==> config.mk <==
export PLATFORM = sky130hd
export DESIGN_NAME = bicrp_top
export DESIGN_NICKNAME = d
export VERILOG_FILES = /design/src/hdl/bicrp_pkg.sv /design/src/hdl/bicrp_alarm_cell.sv /design/src/hdl/bicrp_top.sv
export VERILOG_INCLUDE_DIRS = /design/src /design/src/hdl
export SDC_FILE = /design/constraint.sdc
export NUM_CORES = 1
export LEC_CHECK = 0
export ABC_AREA = 0
export BUFFER_PORTS_ARGS = -buffer_cell sky130_fd_sc_hd__buf_2
export CORE_UTILIZATION = 39
export DETAILED_ROUTE_END_ITERATION = 16
export PLACE_DENSITY = 0.76
export SYNTH_ARGS = -nofsm -noshare
export SYNTH_HDL_FRONTEND = slang
export SYNTH_SLANG_ARGS = --single-unit
==> constraint.sdc <==
create_clock -name sys_clk -period 1.2 [get_ports sys_clk]
set_input_delay 0.12 -clock sys_clk [delete_from_list [all_inputs] [get_ports sys_clk]]
set_output_delay 0.12 -clock sys_clk [all_outputs]
set_load 0.005 [all_outputs]
==> src/hdl/bicrp_cfg.svh <==
// Purpose: Constants for the board information read path: offsets, fields, codes.
// Assumes: Byte addresses on a 6-bit read address, one aligned 32-bit word per register.
// Notes:   Included by bare name; definitions only.
`ifndef BICRP_CFG_SVH
`define BICRP_CFG_SVH

// ----------------------------------------------------------------------------
// Register offsets
// ----------------------------------------------------------------------------
`define BICRP_OFS_REV       6'h00
`define BICRP_OFS_DATE      6'h04
`define BICRP_OFS_SIZE      6'h08
`define BICRP_OFS_FPIO      6'h0C
`define BICRP_OFS_LINK      6'h10
`define BICRP_OFS_ALARM     6'h14

// ----------------------------------------------------------------------------
// Alarm register fields
// ----------------------------------------------------------------------------
`define BICRP_ALM_NUM       3
`define BICRP_ALM_LIVE_LSB  0
`define BICRP_ALM_STK_LSB   8

// ----------------------------------------------------------------------------
// Read response codes
// ----------------------------------------------------------------------------
`define BICRP_RESP_OKAY     2'h0
`define BICRP_RESP_EXOKAY   2'h1
`define BICRP_RESP_SLVERR   2'h2
`define BICRP_RESP_DECERR   2'h3

// ----------------------------------------------------------------------------
// Reset values
// ----------------------------------------------------------------------------
`define BICRP_RST_WORD      32'h0000_0000
`define BICRP_RST_RESP      2'h0

`endif

==> src/hdl/bicrp_pkg.sv <==
// Purpose: Types shared by the board information read path.
// Assumes: Nothing beyond the constants header.
// Notes:   Holds the read channel state type only.
`default_nettype none

package bicrp_pkg;

    // ------------------------------------------------------------------------
    // Read channel states
    // ------------------------------------------------------------------------
    typedef enum logic {
        BICRP_IDLE,
        BICRP_RESP
    } bicrp_state_type;

endpackage : bicrp_pkg

`default_nettype wire

==> src/hdl/bicrp_alarm_cell.sv <==
// Purpose: One monitor alarm: registered level, rising-edge pulse, sticky flag.
// Assumes: Alarm input is synchronous to sys_clk.
// Notes:   A rising edge in the clear cycle keeps the sticky flag set.
`timescale 1ns/100ps
`default_nettype none

module bicrp_alarm_cell (
    input  wire logic sys_clk,
    input  wire logic rst_b,
    input  wire logic alarm_in,
    input  wire logic clr,
    output logic      live,
    output logic      rise,
    output logic      sticky
);

    logic lvl_r;
    logic lvl_nxt;
    logic sticky_r;
    logic sticky_nxt;

    always_comb begin
        lvl_nxt    = alarm_in;
        rise       = alarm_in & ~lvl_r;
        sticky_nxt = sticky_r;
        if (clr) begin
            sticky_nxt = 1'b0;
        end
        // Setting after clearing lets a fresh edge survive a clearing read.
        if (rise) begin
            sticky_nxt = 1'b1;
        end
    end

    always_ff @(posedge sys_clk) begin
        if (!rst_b) begin
            lvl_r    <= 1'b0;
            sticky_r <= 1'b0;
        end else begin
            lvl_r    <= lvl_nxt;
            sticky_r <= sticky_nxt;
        end
    end

    assign live   = lvl_r;
    assign sticky = sticky_r;

endmodule : bicrp_alarm_cell

`default_nettype wire

==> src/hdl/bicrp_top.sv <==
// Purpose: Read channel of the board information register core with alarm interrupt.
// Assumes: One clock, synchronous active-low reset, master keeps its side of the handshake.
// Notes:   Status words for absent features read as zero with a normal response.
`timescale 1ns/100ps
`default_nettype none
`include "bicrp_cfg.svh"

module bicrp_top #(
    parameter bit HAS_REV_INFO  = 1'b1,
    parameter bit HAS_SIZE      = 1'b1,
    parameter bit HAS_FPIO      = 1'b1,
    parameter bit HAS_LINK_STAT = 1'b1
) (
    input  wire logic        sys_clk,
    input  wire logic        rst_b,
    input  wire logic [5:0]  s_axi_csr_araddr,
    input  wire logic [2:0]  s_axi_csr_arprot,
    input  wire logic        s_axi_csr_arvalid,
    output logic             s_axi_csr_arready,
    output logic [31:0]      s_axi_csr_rdata,
    output logic [1:0]       s_axi_csr_rresp,
    output logic             s_axi_csr_rvalid,
    input  wire logic        s_axi_csr_rready,
    output logic             irq,
    input  wire logic [7:0]  rev,
    input  wire logic [23:0] rev_date,
    input  wire logic [11:0] size,
    input  wire logic [3:0]  fpio,
    input  wire logic [31:0] link_status_info,
    input  wire logic        over_temperature_alarm,
    input  wire logic        core_supply_alarm,
    input  wire logic        aux_supply_alarm
);
    import bicrp_pkg::*;

    // ------------------------------------------------------------------------
    // Alarm capture
    // ------------------------------------------------------------------------
    logic [`BICRP_ALM_NUM-1:0] alm_in;
    logic [`BICRP_ALM_NUM-1:0] alm_live;
    logic [`BICRP_ALM_NUM-1:0] alm_rise;
    logic [`BICRP_ALM_NUM-1:0] alm_sticky;
    logic                      alm_clr;
    logic                      irq_r;
    logic                      irq_nxt;

    // Bit order in the alarm word: over-temperature, core supply, auxiliary supply.
    assign alm_in = {aux_supply_alarm, core_supply_alarm, over_temperature_alarm};

    for (genvar i = 0; i < `BICRP_ALM_NUM; i++) begin : g_alarm
        bicrp_alarm_cell u_cell (
            .sys_clk  (sys_clk),
            .rst_b    (rst_b),
            .alarm_in (alm_in[i]),
            .clr      (alm_clr),
            .live     (alm_live[i]),
            .rise     (alm_rise[i]),
            .sticky   (alm_sticky[i])
        );
    end

    // The interrupt pulses for one cycle after each cycle in which any alarm rises, so a stuck alarm
    // cannot hold the line and a level-sensitive receiver would miss repeats.
    always_comb begin
        irq_nxt = |alm_rise;
    end

    always_ff @(posedge sys_clk) begin
        if (!rst_b) begin
            irq_r <= 1'b0;
        end else begin
            irq_r <= irq_nxt;
        end
    end

    assign irq = irq_r;

    // ------------------------------------------------------------------------
    // Read decode
    // ------------------------------------------------------------------------
    logic [31:0] rd_word;
    logic [1:0]  rd_resp;
    logic        ar_hs;

    assign ar_hs   = s_axi_csr_arvalid & s_axi_csr_arready;
    assign alm_clr = ar_hs & (s_axi_csr_araddr == `BICRP_OFS_ALARM);

    // Protection bits never enter the decode.
    always_comb begin
        rd_word = `BICRP_RST_WORD;
        rd_resp = `BICRP_RESP_OKAY;
        unique case (s_axi_csr_araddr)
            `BICRP_OFS_REV: begin
                if (HAS_REV_INFO) begin
                    rd_word[7:0] = rev;
                end
            end
            `BICRP_OFS_DATE: begin
                if (HAS_REV_INFO) begin
                    rd_word[23:0] = rev_date;
                end
            end
            `BICRP_OFS_SIZE: begin
                if (HAS_SIZE) begin
                    rd_word[11:0] = size;
                end
            end
            `BICRP_OFS_FPIO: begin
                if (HAS_FPIO) begin
                    rd_word[3:0] = fpio;
                end
            end
            `BICRP_OFS_LINK: begin
                if (HAS_LINK_STAT) begin
                    rd_word = link_status_info;
                end
            end
            `BICRP_OFS_ALARM: begin
                rd_word[`BICRP_ALM_LIVE_LSB +: `BICRP_ALM_NUM] = alm_live;
                rd_word[`BICRP_ALM_STK_LSB +: `BICRP_ALM_NUM]  = alm_sticky;
            end
            default: begin
                rd_resp = `BICRP_RESP_DECERR;
            end
        endcase
    end

    // ------------------------------------------------------------------------
    // Read channel
    // ------------------------------------------------------------------------
    bicrp_state_type st_r;
    bicrp_state_type st_nxt;
    logic            arready_r;
    logic            arready_nxt;
    logic            rvalid_r;
    logic            rvalid_nxt;
    logic [31:0]     rdata_r;
    logic [31:0]     rdata_nxt;
    logic [1:0]      rresp_r;
    logic [1:0]      rresp_nxt;

    always_comb begin
        st_nxt      = st_r;
        arready_nxt = arready_r;
        rvalid_nxt  = rvalid_r;
        rdata_nxt   = rdata_r;
        rresp_nxt   = rresp_r;
        unique case (st_r)
            BICRP_IDLE: begin
                if (ar_hs) begin
                    rdata_nxt   = rd_word;
                    rresp_nxt   = rd_resp;
                    rvalid_nxt  = 1'b1;
                    arready_nxt = 1'b0;
                    st_nxt      = BICRP_RESP;
                end
            end
            BICRP_RESP: begin
                // Data and response stay put until the master takes them.
                if (s_axi_csr_rready) begin
                    rvalid_nxt  = 1'b0;
                    arready_nxt = 1'b1;
                    st_nxt      = BICRP_IDLE;
                end
            end
        endcase
    end

    always_ff @(posedge sys_clk) begin
        if (!rst_b) begin
            st_r      <= BICRP_IDLE;
            arready_r <= 1'b1;
            rvalid_r  <= 1'b0;
            rdata_r   <= `BICRP_RST_WORD;
            rresp_r   <= `BICRP_RST_RESP;
        end else begin
            st_r      <= st_nxt;
            arready_r <= arready_nxt;
            rvalid_r  <= rvalid_nxt;
            rdata_r   <= rdata_nxt;
            rresp_r   <= rresp_nxt;
        end
    end

    assign s_axi_csr_arready = arready_r;
    assign s_axi_csr_rvalid  = rvalid_r;
    assign s_axi_csr_rdata   = rdata_r;
    assign s_axi_csr_rresp   = rresp_r;
endmodule : bicrp_top

`default_nettype wire
==> results of run 1 <==
==> worst register-to-register path: cells and delay by family (launching register included) <==
family,cells,cell delay [ns]
AO/OA/AOI/OAI,1,0.19
flip-flops,1,0.34
AND/OR/NAND/NOR,2,0.27
buffers and inverters,2,0.31
==> routing by layer <==
layer | vias up | track usage | part of all wire
li1 | 1209 | - | -
met1 | 1068 | 0.281 | 0.46
met4 | 0 | 0.0623 | 0.0048
met3 | 4 | 0.0400 | 0.056
met2 | 88 | 0.379 | 0.48
met5 | - | 0 | 0
==> how the worst max path moves through the flow <==
stage                     slack, ns                start  cells after the start                                     to
after detailed placement      -0.22  s_axi_csr_araddr[5]                      7       s_axi_csr_rdata[14]$_SDFFE_PN0P_
final                         -0.01      st_r$_SDFF_PN0_                      5       s_axi_csr_rdata[21]$_SDFFE_PN0P_
after global routing          -0.09      st_r$_SDFF_PN0_                      5       s_axi_csr_rdata[16]$_SDFFE_PN0P_
after CTS                    -0.004      st_r$_SDFF_PN0_                      5        s_axi_csr_rdata[5]$_SDFFE_PN0P_
after global placement        -0.17  s_axi_csr_araddr[5]                      7       s_axi_csr_rdata[14]$_SDFFE_PN0P_
after floorplan               -0.05  s_axi_csr_araddr[5]                      5  g_alarm[0].u_cell.sticky$_SDFFE_PN0P_
==> per-stage QoR <==
step,setup slack (ns),hold WS (ns)
4_1_cts,-0.00352,0.0341
5_1_grt,-0.0940,0.0423
3_5_place_dp,-0.219,0.344
2_1_floorplan,-0.0539,0.242
3_3_place_gp,-0.167,0.337
6_report,-0.0118,0.0427
==> sequential cells by signal, indices dropped and copies added (netlist names) <==
name	count
st_r	1
s_axi_csr_rvalid	1
s_axi_csr_rresp	1
s_axi_csr_rdata	32
g_alarm.u_cell.live	3
g_alarm.u_cell.sticky	3
irq	1
s_axi_csr_arready	1
==> power groups by stage <==
| stage | sequential, W | clock [W] | combinational (W) |
|---|---|---|---|
| 2_1_floorplan | 0.00158 | 0 | 0.000340 |
| 3_3_place_gp | 0.00157 | 0 | 0.000705 |
| 3_5_place_dp | 0.00157 | 0 | 0.000719 |
| 4_1_cts | 0.00154 | 0.00105 | 0.000738 |
| 5_1_grt | 0.00155 | 0.00111 | 0.000834 |
| 6_report | 0.00154 | 0.00101 | 0.000760 |
==> synth_stat cells (all sizes together) <==
library cell / instances
o211a: 1
and2: 9
o21ai: 29
o31a: 1
o211ai: 3
clkbuf: 8
mux2i: 13
nand3: 14
a31oi: 5
mux4: 1
a211oi: 5
a21oi: 15
mux2: 2
nor3b: 1
nand2b: 2
o2bb2ai: 3
and3: 1
nor2: 18
maj3: 1
nor2b: 7
a221oi: 13
buf: 16
a21boi: 9
nand3b: 1
nor4: 4
nor3: 3
or3: 2
nand2: 17
dfxtp: 43
a22oi: 1
inv: 3
==> repair_timing <==
action	4_1_cts	5_1_grt
gates resized for setup	14	12
gates cloned	0	0
pin swaps	5	19
hold buffers	0	0
endpoints found under the setup margin	10	36
==> layout make-up <==
class / count / area, um^2 / area share
tap: 72 / 90.1 / 0.0265
clock inverter: 1 / 7.51 / 0.00221
timing repair buffer: 164 / 998 / 0.294
sequential: 43 / 863 / 0.254
clock buffer: 7 / 96.3 / 0.0284
multi-input combinational: 181 / 1330 / 0.391
inverter: 3 / 11.3 / 0.00332
==> kinds of logic (layout without fill, tap and decap cells) <==
logic type / count (synthesis) / in the layout / share of synthesized area
simple gates: 79 / 79 / 0.189
compound gates: 85 / 85 / 0.274
flops: 43 / 43 / 0.386
buf+inv: 27 / 175 / 0.0674
fa+ha+maj: 1 / 1 / 0.00449
mux: 16 / 16 / 0.0786
==> impl_metrics.json, run 1 <==
{
  "fillers": 488,
  "dieWidth_um": 77.6,
  "synth_top_area_frac": 0.386,
  "p_sw_w": 0.000881,
  "clock-sinks": 43,
  "cts_root_buffer": "clkbuf_8",
  "drt-total-wl_um": 6480,
  "power.leakage_nw": 1.59,
  "final_hold_viol_count": 0,
  "crit_type": "flop to flop",
  "p_int_w": 0.00243,
  "core_mm2": 0.00551,
  "cts_buffers": 5,
  "area_growth_pct": 52.3,
  "fmax_mhz": 825,
  "num_antenna_cells": 0,
  "h-tree-depth": 2,
  "hold_depth": 2,
  "r2r_slack_ns": -0.01,
  "clock_latency_ns": 0.29,
  "synth_cell_types": 40,
  "fin_cells": 471,
  "status": "complete, but fails checks",
  "via_per_inst": 5.03,
  "die_h_um": 77.6,
  "drive_gt1_frac": 0.534,
  "min_to": "g_alarm[2].u_cell.live$_SDFF_PN0_",
  "drcViolationCount": 0,
  "start_util": 0.405,
  "p_comb_frac": 0.229,
  "power_density_mw_per_mm2": 976,
  "track_usage": 0.221,
  "io_pins": 133,
  "synth_area_leaders": "dfxtp_1, a221oi_2, mux2i_1",
  "seqPwrFrac": 0.466,
  "final_core_util": 0.616,
  "fin_crit_ns": 1.21,
  "hp-start": "aux_supply_alarm",
  "gp_congestion": 0.796,
  "io_buffers": 129,
  "firstDrtPassIters": 4,
  "synth_area_leader_cell": "dfxtp_1",
  "place_hpwl_um": 4970,
  "seq_area_frac_synth": 0.386,
  "overflow": 0,
  "antenna_found_initial": 0,
  "maxCapViolCount": 0,
  "crit_slowest_cell": "dfxtp_2",
  "cp_num_buf_inv": 2,
  "grt_max_degree": 25,
  "pwr-share-clk": 0.305,
  "clk_pin_slew_ns": 0.08,
  "synth_cells": 251,
  "dp_cells": 463,
  "avgSynthCellArea_um2": 8.88,
  "rsz0062_at_grt": "yes",
  "ys_ff_latch": 43,
  "fin_crit_sh": 1.01,
  "postCtsSetupBuffers": 0,
  "finalClockSkew_ns": 0.00276,
  "start_kind": "flop",
  "place_area_mm2": 0.00319,
  "grt_first_pass_wirelength_um": 10600,
  "ant_nets": 0,
  "cp.arrival_ns": 1.39,
  "netlist_area_mm2": 0.00223,
  "r2r-start": "st_r$_SDFF_PN0_",
  "vias": 2369,
  "first_iter_violations": 59,
  "final_common_cell": "buf_2",
  "worstPathCellList": "nand3b_1 > buf_6 > buf_12 > a221oi_2 > nor2_1",
  "row_count": 27,
  "violations": "setup timing",
  "vdd_drop_max_v": 0.000444,
  "netSwitchingFraction": 0.266,
  "max_stage_delay_ns": 0.34,
  "totalNegativeSetupSlack_ns": -0.0284,
  "clockBufferDepth": 2,
  "end_kind": "flop",
  "setup_viol_count_final": 3,
  "layout_common_cells": "buf_2, dfxtp_1, buf_4",
  "slew_viol_final": 0,
  "synth_nets": 347,
  "reg2reg_depth": 5,
  "setup_ws_ns": -0.0118,
  "slew_headroom": 0.763,
  "worst_slew_pin_slew_ns": 0.353,
  "fin_nets": 494,
  "yosysWarnings": 0,
  "grt_pass1_vias": 2287,
  "cp_max_fo": 23,
  "wl_per_cell_um": 13.8,
  "hold_class": "primary input to flop",
  "cts_tree": "yes",
  "dieArea_mm2": 0.00602,
  "cp.required_ns": 1.38,
  "critical_path.top_delay_family": "flip-flops",
  "r2r-end": "s_axi_csr_rdata[21]$_SDFFE_PN0P_",
  "finalPower_w": 0.00331,
  "fin_area_mm2": 0.00339
}
Note: power is estimated with default switching activity, not from simulation.
==> run 2, diff against run 1 <==
Settings changed: PLACE_DENSITY 0.76 to 0.8.
==> impl_metrics.json, run 2 (synthesis results as in run 1) <==
{
  "status": "complete, but fails checks",
  "violations": "setup timing",
  "drcViolationCount": 0,
  "power.leakage_nw": 1.65,
  "io_buffers": 129,
  "power_density_mw_per_mm2": 1050,
  "worst_slew_pin_slew_ns": 0.352,
  "slew_viol_final": 0,
  "cp_num_buf_inv": 3,
  "critical_path.top_delay_family": "buffers and inverters",
  "slew_headroom": 0.763,
  "num_antenna_cells": 0,
  "drive_gt1_frac": 0.562,
  "finalPower_w": 0.00369,
  "worstPathCellList": "nand3b_1 > buf_6 > buf_12 > buf_8 > a31oi_4 > a21oi_2",
  "maxCapViolCount": 0,
  "dieWidth_um": 77.6,
  "fillers": 480,
  "cp.required_ns": 1.38,
  "grt_max_degree": 28,
  "vdd_drop_max_v": 0.000581,
  "clockBufferDepth": 2,
  "start_kind": "flop",
  "max_stage_delay_ns": 0.34,
  "end_kind": "flop",
  "dieArea_mm2": 0.00602,
  "cp.arrival_ns": 1.45,
  "rsz0062_at_grt": "yes",
  "io_pins": 133,
  "place_hpwl_um": 4970,
  "via_per_inst": 5.21,
  "setup_ws_ns": -0.0669,
  "totalNegativeSetupSlack_ns": -0.360,
  "fin_nets": 501,
  "row_count": 27,
  "clk_pin_slew_ns": 0.08,
  "setup_viol_count_final": 17,
  "area_growth_pct": 58.1,
  "layout_common_cells": "buf_2, dfxtp_1, buf_4",
  "first_iter_violations": 52,
  "crit_type": "flop to flop",
  "cp_max_fo": 6,
  "grt_pass1_vias": 2361,
  "clock_latency_ns": 0.29,
  "fin_area_mm2": 0.00352,
  "fmax_mhz": 789,
  "die_h_um": 77.6,
  "vias": 2489,
  "fin_crit_ns": 1.27,
  "final_hold_viol_count": 0,
  "start_util": 0.405,
  "dpl_worst_slack_ns": -0.249,
  "largest_reg_flops": 32,
  "cts_tree": "yes",
  "cts_root_buffer": "clkbuf_8",
  "clock-sinks": 43,
  "gp_congestion": 0.824,
  "wl_per_cell_um": 14.0,
  "firstDrtPassIters": 4,
  "drt-total-wl_um": 6710,
  "core_mm2": 0.00551,
  "cts_buffers": 5,
  "ant_nets": 0,
  "overflow": 0,
  "h-tree-depth": 2,
  "hold_ws_ns": 0.0544,
  "antenna_found_initial": 0,
  "final_common_cell": "buf_2",
  "cts_hold_buf": 0,
  "track_usage": 0.223,
  "finalClockSkew_ns": 0.00421,
  "crit_slowest_cell": "dfxtp_2",
  "grt_first_pass_wirelength_um": 10700,
  "place_area_mm2": 0.00317,
  "fin_crit_sh": 1.06,
  "hold_class": "primary input to flop"
}
run 2: final timing paths:
| check | cells after the start | slack, ns | endpoint | start |
|---|---|---|---|---|
| hold / removal | 2 | 0.05 | g_alarm[2].u_cell.live$_SDFF_PN0_ | aux_supply_alarm |
| hold reg to reg | 2 | 0.45 | s_axi_csr_rdata[28]$_SDFFE_PN0P_ | s_axi_csr_rdata[28]$_SDFFE_PN0P_ |
| setup reg to reg | 6 | -0.07 | s_axi_csr_rdata[0]$_SDFFE_PN0P_ | st_r$_SDFF_PN0_ |
| setup / recovery | 6 | -0.07 | s_axi_csr_rdata[0]$_SDFFE_PN0P_ | st_r$_SDFF_PN0_ |
run 2: timing repair:
action                     in CTS  in global routing
resized for setup              21                 23
pin swaps                      13                 13
setup endpoints to repair      21                 35
setup buffers                   3                  2
run 2: final cells by class:
cell class	count	area [um^2]	share of cell area
tap	72	90.1	0.0256
multi-input combinational	181	1380	0.392
timing repair buffer	171	1040	0.297
sequential	43	863	0.245
clock buffer	6	72.6	0.0206
inverter	3	11.3	0.00320
clock inverter	2	60.1	0.0170
run 2: per-stage QoR:
| stage | std cells | util |
|---|---|---|
| floorplan | 251 | - |
| global placement | 466 | 0.576 |
| detailed placement | 466 | 0.576 |
| CTS | 477 | 0.620 |
| global route | 478 | 0.640 |
| finish | 478 | 0.640 |
run 2: where the power goes:
| group | switching [W] | total [W] | internal, W |
|---|---|---|---|
| Sequential | 0.0000415 | 0.00154 | 0.00150 |
| Combinational | 0.000376 | 0.000809 | 0.000433 |
| Clock | 0.000502 | 0.00133 | 0.000832 |
run 2: routing by layer:
layer | routed length [um] | track usage | part of all wire | vias to the layer above
li1 | - | - | - | 1218
met1 | 2940 | 0.273 | 0.44 | 1145
met2 | 3220 | 0.383 | 0.48 | 112
met3 | 440 | 0.0494 | 0.066 | 14
met4 | 114 | 0.0736 | 0.017 | 0
met5 | 0 | 0 | 0 | -
==> run 3, diff against run 2 <==
Settings changed: ABC_AREA 0 to 1, SKIP_CTS_REPAIR_TIMING from default to 1.
==> impl_metrics.json, run 3 <==
{
  "async_reset_ff_frac": 0,
  "power_density_mw_per_mm2": 966,
  "synth-edff-count": 0,
  "final_common_cell": "buf_2",
  "fin_nets": 586,
  "grt_pass1_vias": 2399,
  "die_h_um": 77.6,
  "drt-total-wl_um": 6830,
  "start_kind": "flop",
  "first_iter_violations": 81,
  "totalNegativeSetupSlack_ns": -0.0185,
  "firstDrtPassIters": 4,
  "synth.most_common_cell": "nand2_1",
  "num_antenna_cells": 0,
  "violations": "setup timing",
  "core_mm2": 0.00551,
  "hold_ws_ns": 0.0207,
  "io_pins": 133,
  "dieWidth_um": 77.6,
  "clockBufferDepth": 2,
  "worst_slew_pin_slew_ns": 0.280,
  "status": "complete, but fails checks",
  "fin_crit_sh": 1.01,
  "synth_ff_type": "dfxtp_1",
  "finalClockSkew_ns": 0.00751,
  "cp.required_ns": 1.43,
  "final_hold_viol_count": 0,
  "cts_tree": "yes",
  "overflow": 0,
  "dieArea_mm2": 0.00602,
  "vias": 2773,
  "row_count": 27,
  "reg2reg_depth": 6,
  "final_core_util": 0.613,
  "cts_buffers": 5,
  "min_to": "g_alarm[2].u_cell.live$_SDFF_PN0_",
  "io_buffers": 129,
  "ys_ff_latch": 43,
  "via_per_inst": 4.93,
  "wl_per_cell_um": 12.1,
  "layout_common_cells": "buf_2, nand2_1, inv_1",
  "multi_input_area_mm2": 0.00113,
  "vdd_drop_max_v": 0.000632,
  "synth_top_area_frac": 0.387,
  "maxCapViolCount": 0,
  "synth_area_leader_cell": "dfxtp_1",
  "fin_crit_ns": 1.21,
  "slew_viol_final": 0,
  "area_growth_pct": 51.5,
  "fillers": 534,
  "hold_depth": 3,
  "drcViolationCount": 0,
  "end_kind": "flop",
  "cp.arrival_ns": 1.43,
  "r2r-end": "s_axi_csr_rdata[26]$_SDFFE_PN0P_",
  "slew_headroom": 0.812,
  "drive_gt1_frac": 0.391,
  "crit_type": "flop to flop",
  "grt_max_degree": 37,
  "ant_nets": 0,
  "synth_area_leaders": "dfxtp_1, nand2_1, inv_1",
  "synth_nets": 437,
  "track_usage": 0.222,
  "grt_first_pass_wirelength_um": 10700,
  "h-tree-depth": 2,
  "clock_latency_ns": 0.29,
  "r2r_slack_ns": -0.009,
  "power.leakage_nw": 1.82,
  "setup_ws_ns": -0.00908,
  "setup_viol_count_final": 3,
  "hp-start": "aux_supply_alarm",
  "fmax_mhz": 827,
  "place_hpwl_um": 5210,
  "largest_reg_flops": 32,
  "synth_cells": 341,
  "r2r-start": "s_axi_csr_arready$_SDFFE_PN1P_",
  "synth_commonest_cells": "nand2_1, inv_1, dfxtp_1",
  "fin_cells": 563,
  "avgSynthCellArea_um2": 6.53,
  "hold_class": "primary input to flop",
  "dp_cells": 551,
  "clk_pin_slew_ns": 0.07,
  "seq_area_frac_synth": 0.387,
  "start_util": 0.404,
  "gp_congestion": 0.841,
  "cts_root_buffer": "clkbuf_8",
  "netlist_area_mm2": 0.00223,
  "cp_max_fo": 18,
  "synth_cell_types": 21,
  "clock-sinks": 43,
  "yosysWarnings": 0,
  "layout.area.seq_um2": 862,
  "antenna_found_initial": 0,
  "rsz0062_at_grt": "yes"
}
run 3: cell count changes after synthesis, moves of 5 or more:
cell,delta
nand2_1,+65
inv_1,+44
nand4_1,+23
nor2_1,+18
mux2i_1,-13
a21oi_1,+12
a221oi_2,-9
and2_1,-9
o211ai_1,+9
a21boi_1,-8
nor2b_1,-7
a211oi_1,-5
nand3_1,+5
run 3: per-stage QoR:
step	setup WS, ns	power (W)	area (um^2)
CTS	0.000154	0.00322	3270
finish	-0.00908	0.00326	3370
detailed placement	-0.159	0.00234	3180
global route	-0.0672	0.00344	3370
global placement	-0.0949	0.00231	3180
floorplan	0.0298	0.00193	2230
run 3: kinds of logic after synthesis:
group,after synthesis,synth area share
AOI/OAI and AO/OA,63,0.157
buffers and inverters,70,0.131
DFF,43,0.387
and+or+nand+nor,165,0.326
run 3: metal layers:
metal	wire [um]	up-vias	track usage
met4	114	0	0.0698
li1	-	1406	-
met1	2830	1236	0.261
met5	0	-	0
met2	3360	119	0.389
met3	525	12	0.0576
run 3: layout make-up:
cell class / instances / share of cell area
clock buffer: 7 / 0.0226
clock inverter: 1 / 0.00148
inverter: 50 / 0.0568
multi-input combinational: 228 / 0.335
sequential: 43 / 0.256
tap: 72 / 0.0267
timing repair buffer: 162 / 0.302
run 3: report_power, final:
group | leakage, nW | switching, W | internal [W] | total [W]
sequential | 0.354 | 0.0000573 | 0.00154 | 0.00160
clock | 0.0422 | 0.000476 | 0.000409 | 0.000885
combinational | 1.43 | 0.000383 | 0.000394 | 0.000777
total | 1.82 | 0.000916 | 0.00234 | 0.00326
run 3: worst max path at each step:
stage	startpoint	end	slack, ns	depth (start not counted)
global route	s_axi_csr_arready$_SDFFE_PN1P_	s_axi_csr_rdata[7]$_SDFFE_PN0P_	-0.07	6
floorplan	s_axi_csr_arready$_SDFFE_PN1P_	s_axi_csr_rdata[4]$_SDFFE_PN0P_	0.03	6
finish	s_axi_csr_arready$_SDFFE_PN1P_	s_axi_csr_rdata[26]$_SDFFE_PN0P_	-0.009	6
CTS	s_axi_csr_arready$_SDFFE_PN1P_	g_alarm[2].u_cell.sticky$_SDFFE_PN0P_	0.0002	5
global placement	s_axi_csr_araddr[5]	s_axi_csr_rdata[2]$_SDFFE_PN0P_	-0.09	8
detailed placement	s_axi_csr_araddr[4]	s_axi_csr_rdata[18]$_SDFFE_PN0P_	-0.16	10
run 3: critical path, stage by stage, from the launching register on:
cell and delay, ns:
dfxtp_2 0.33, nand2_2 0.08, nor2_4 0.22, buf_4 0.17, clkbuf_16 0.16, o21ai_0 0.08, a21oi_1 0.11
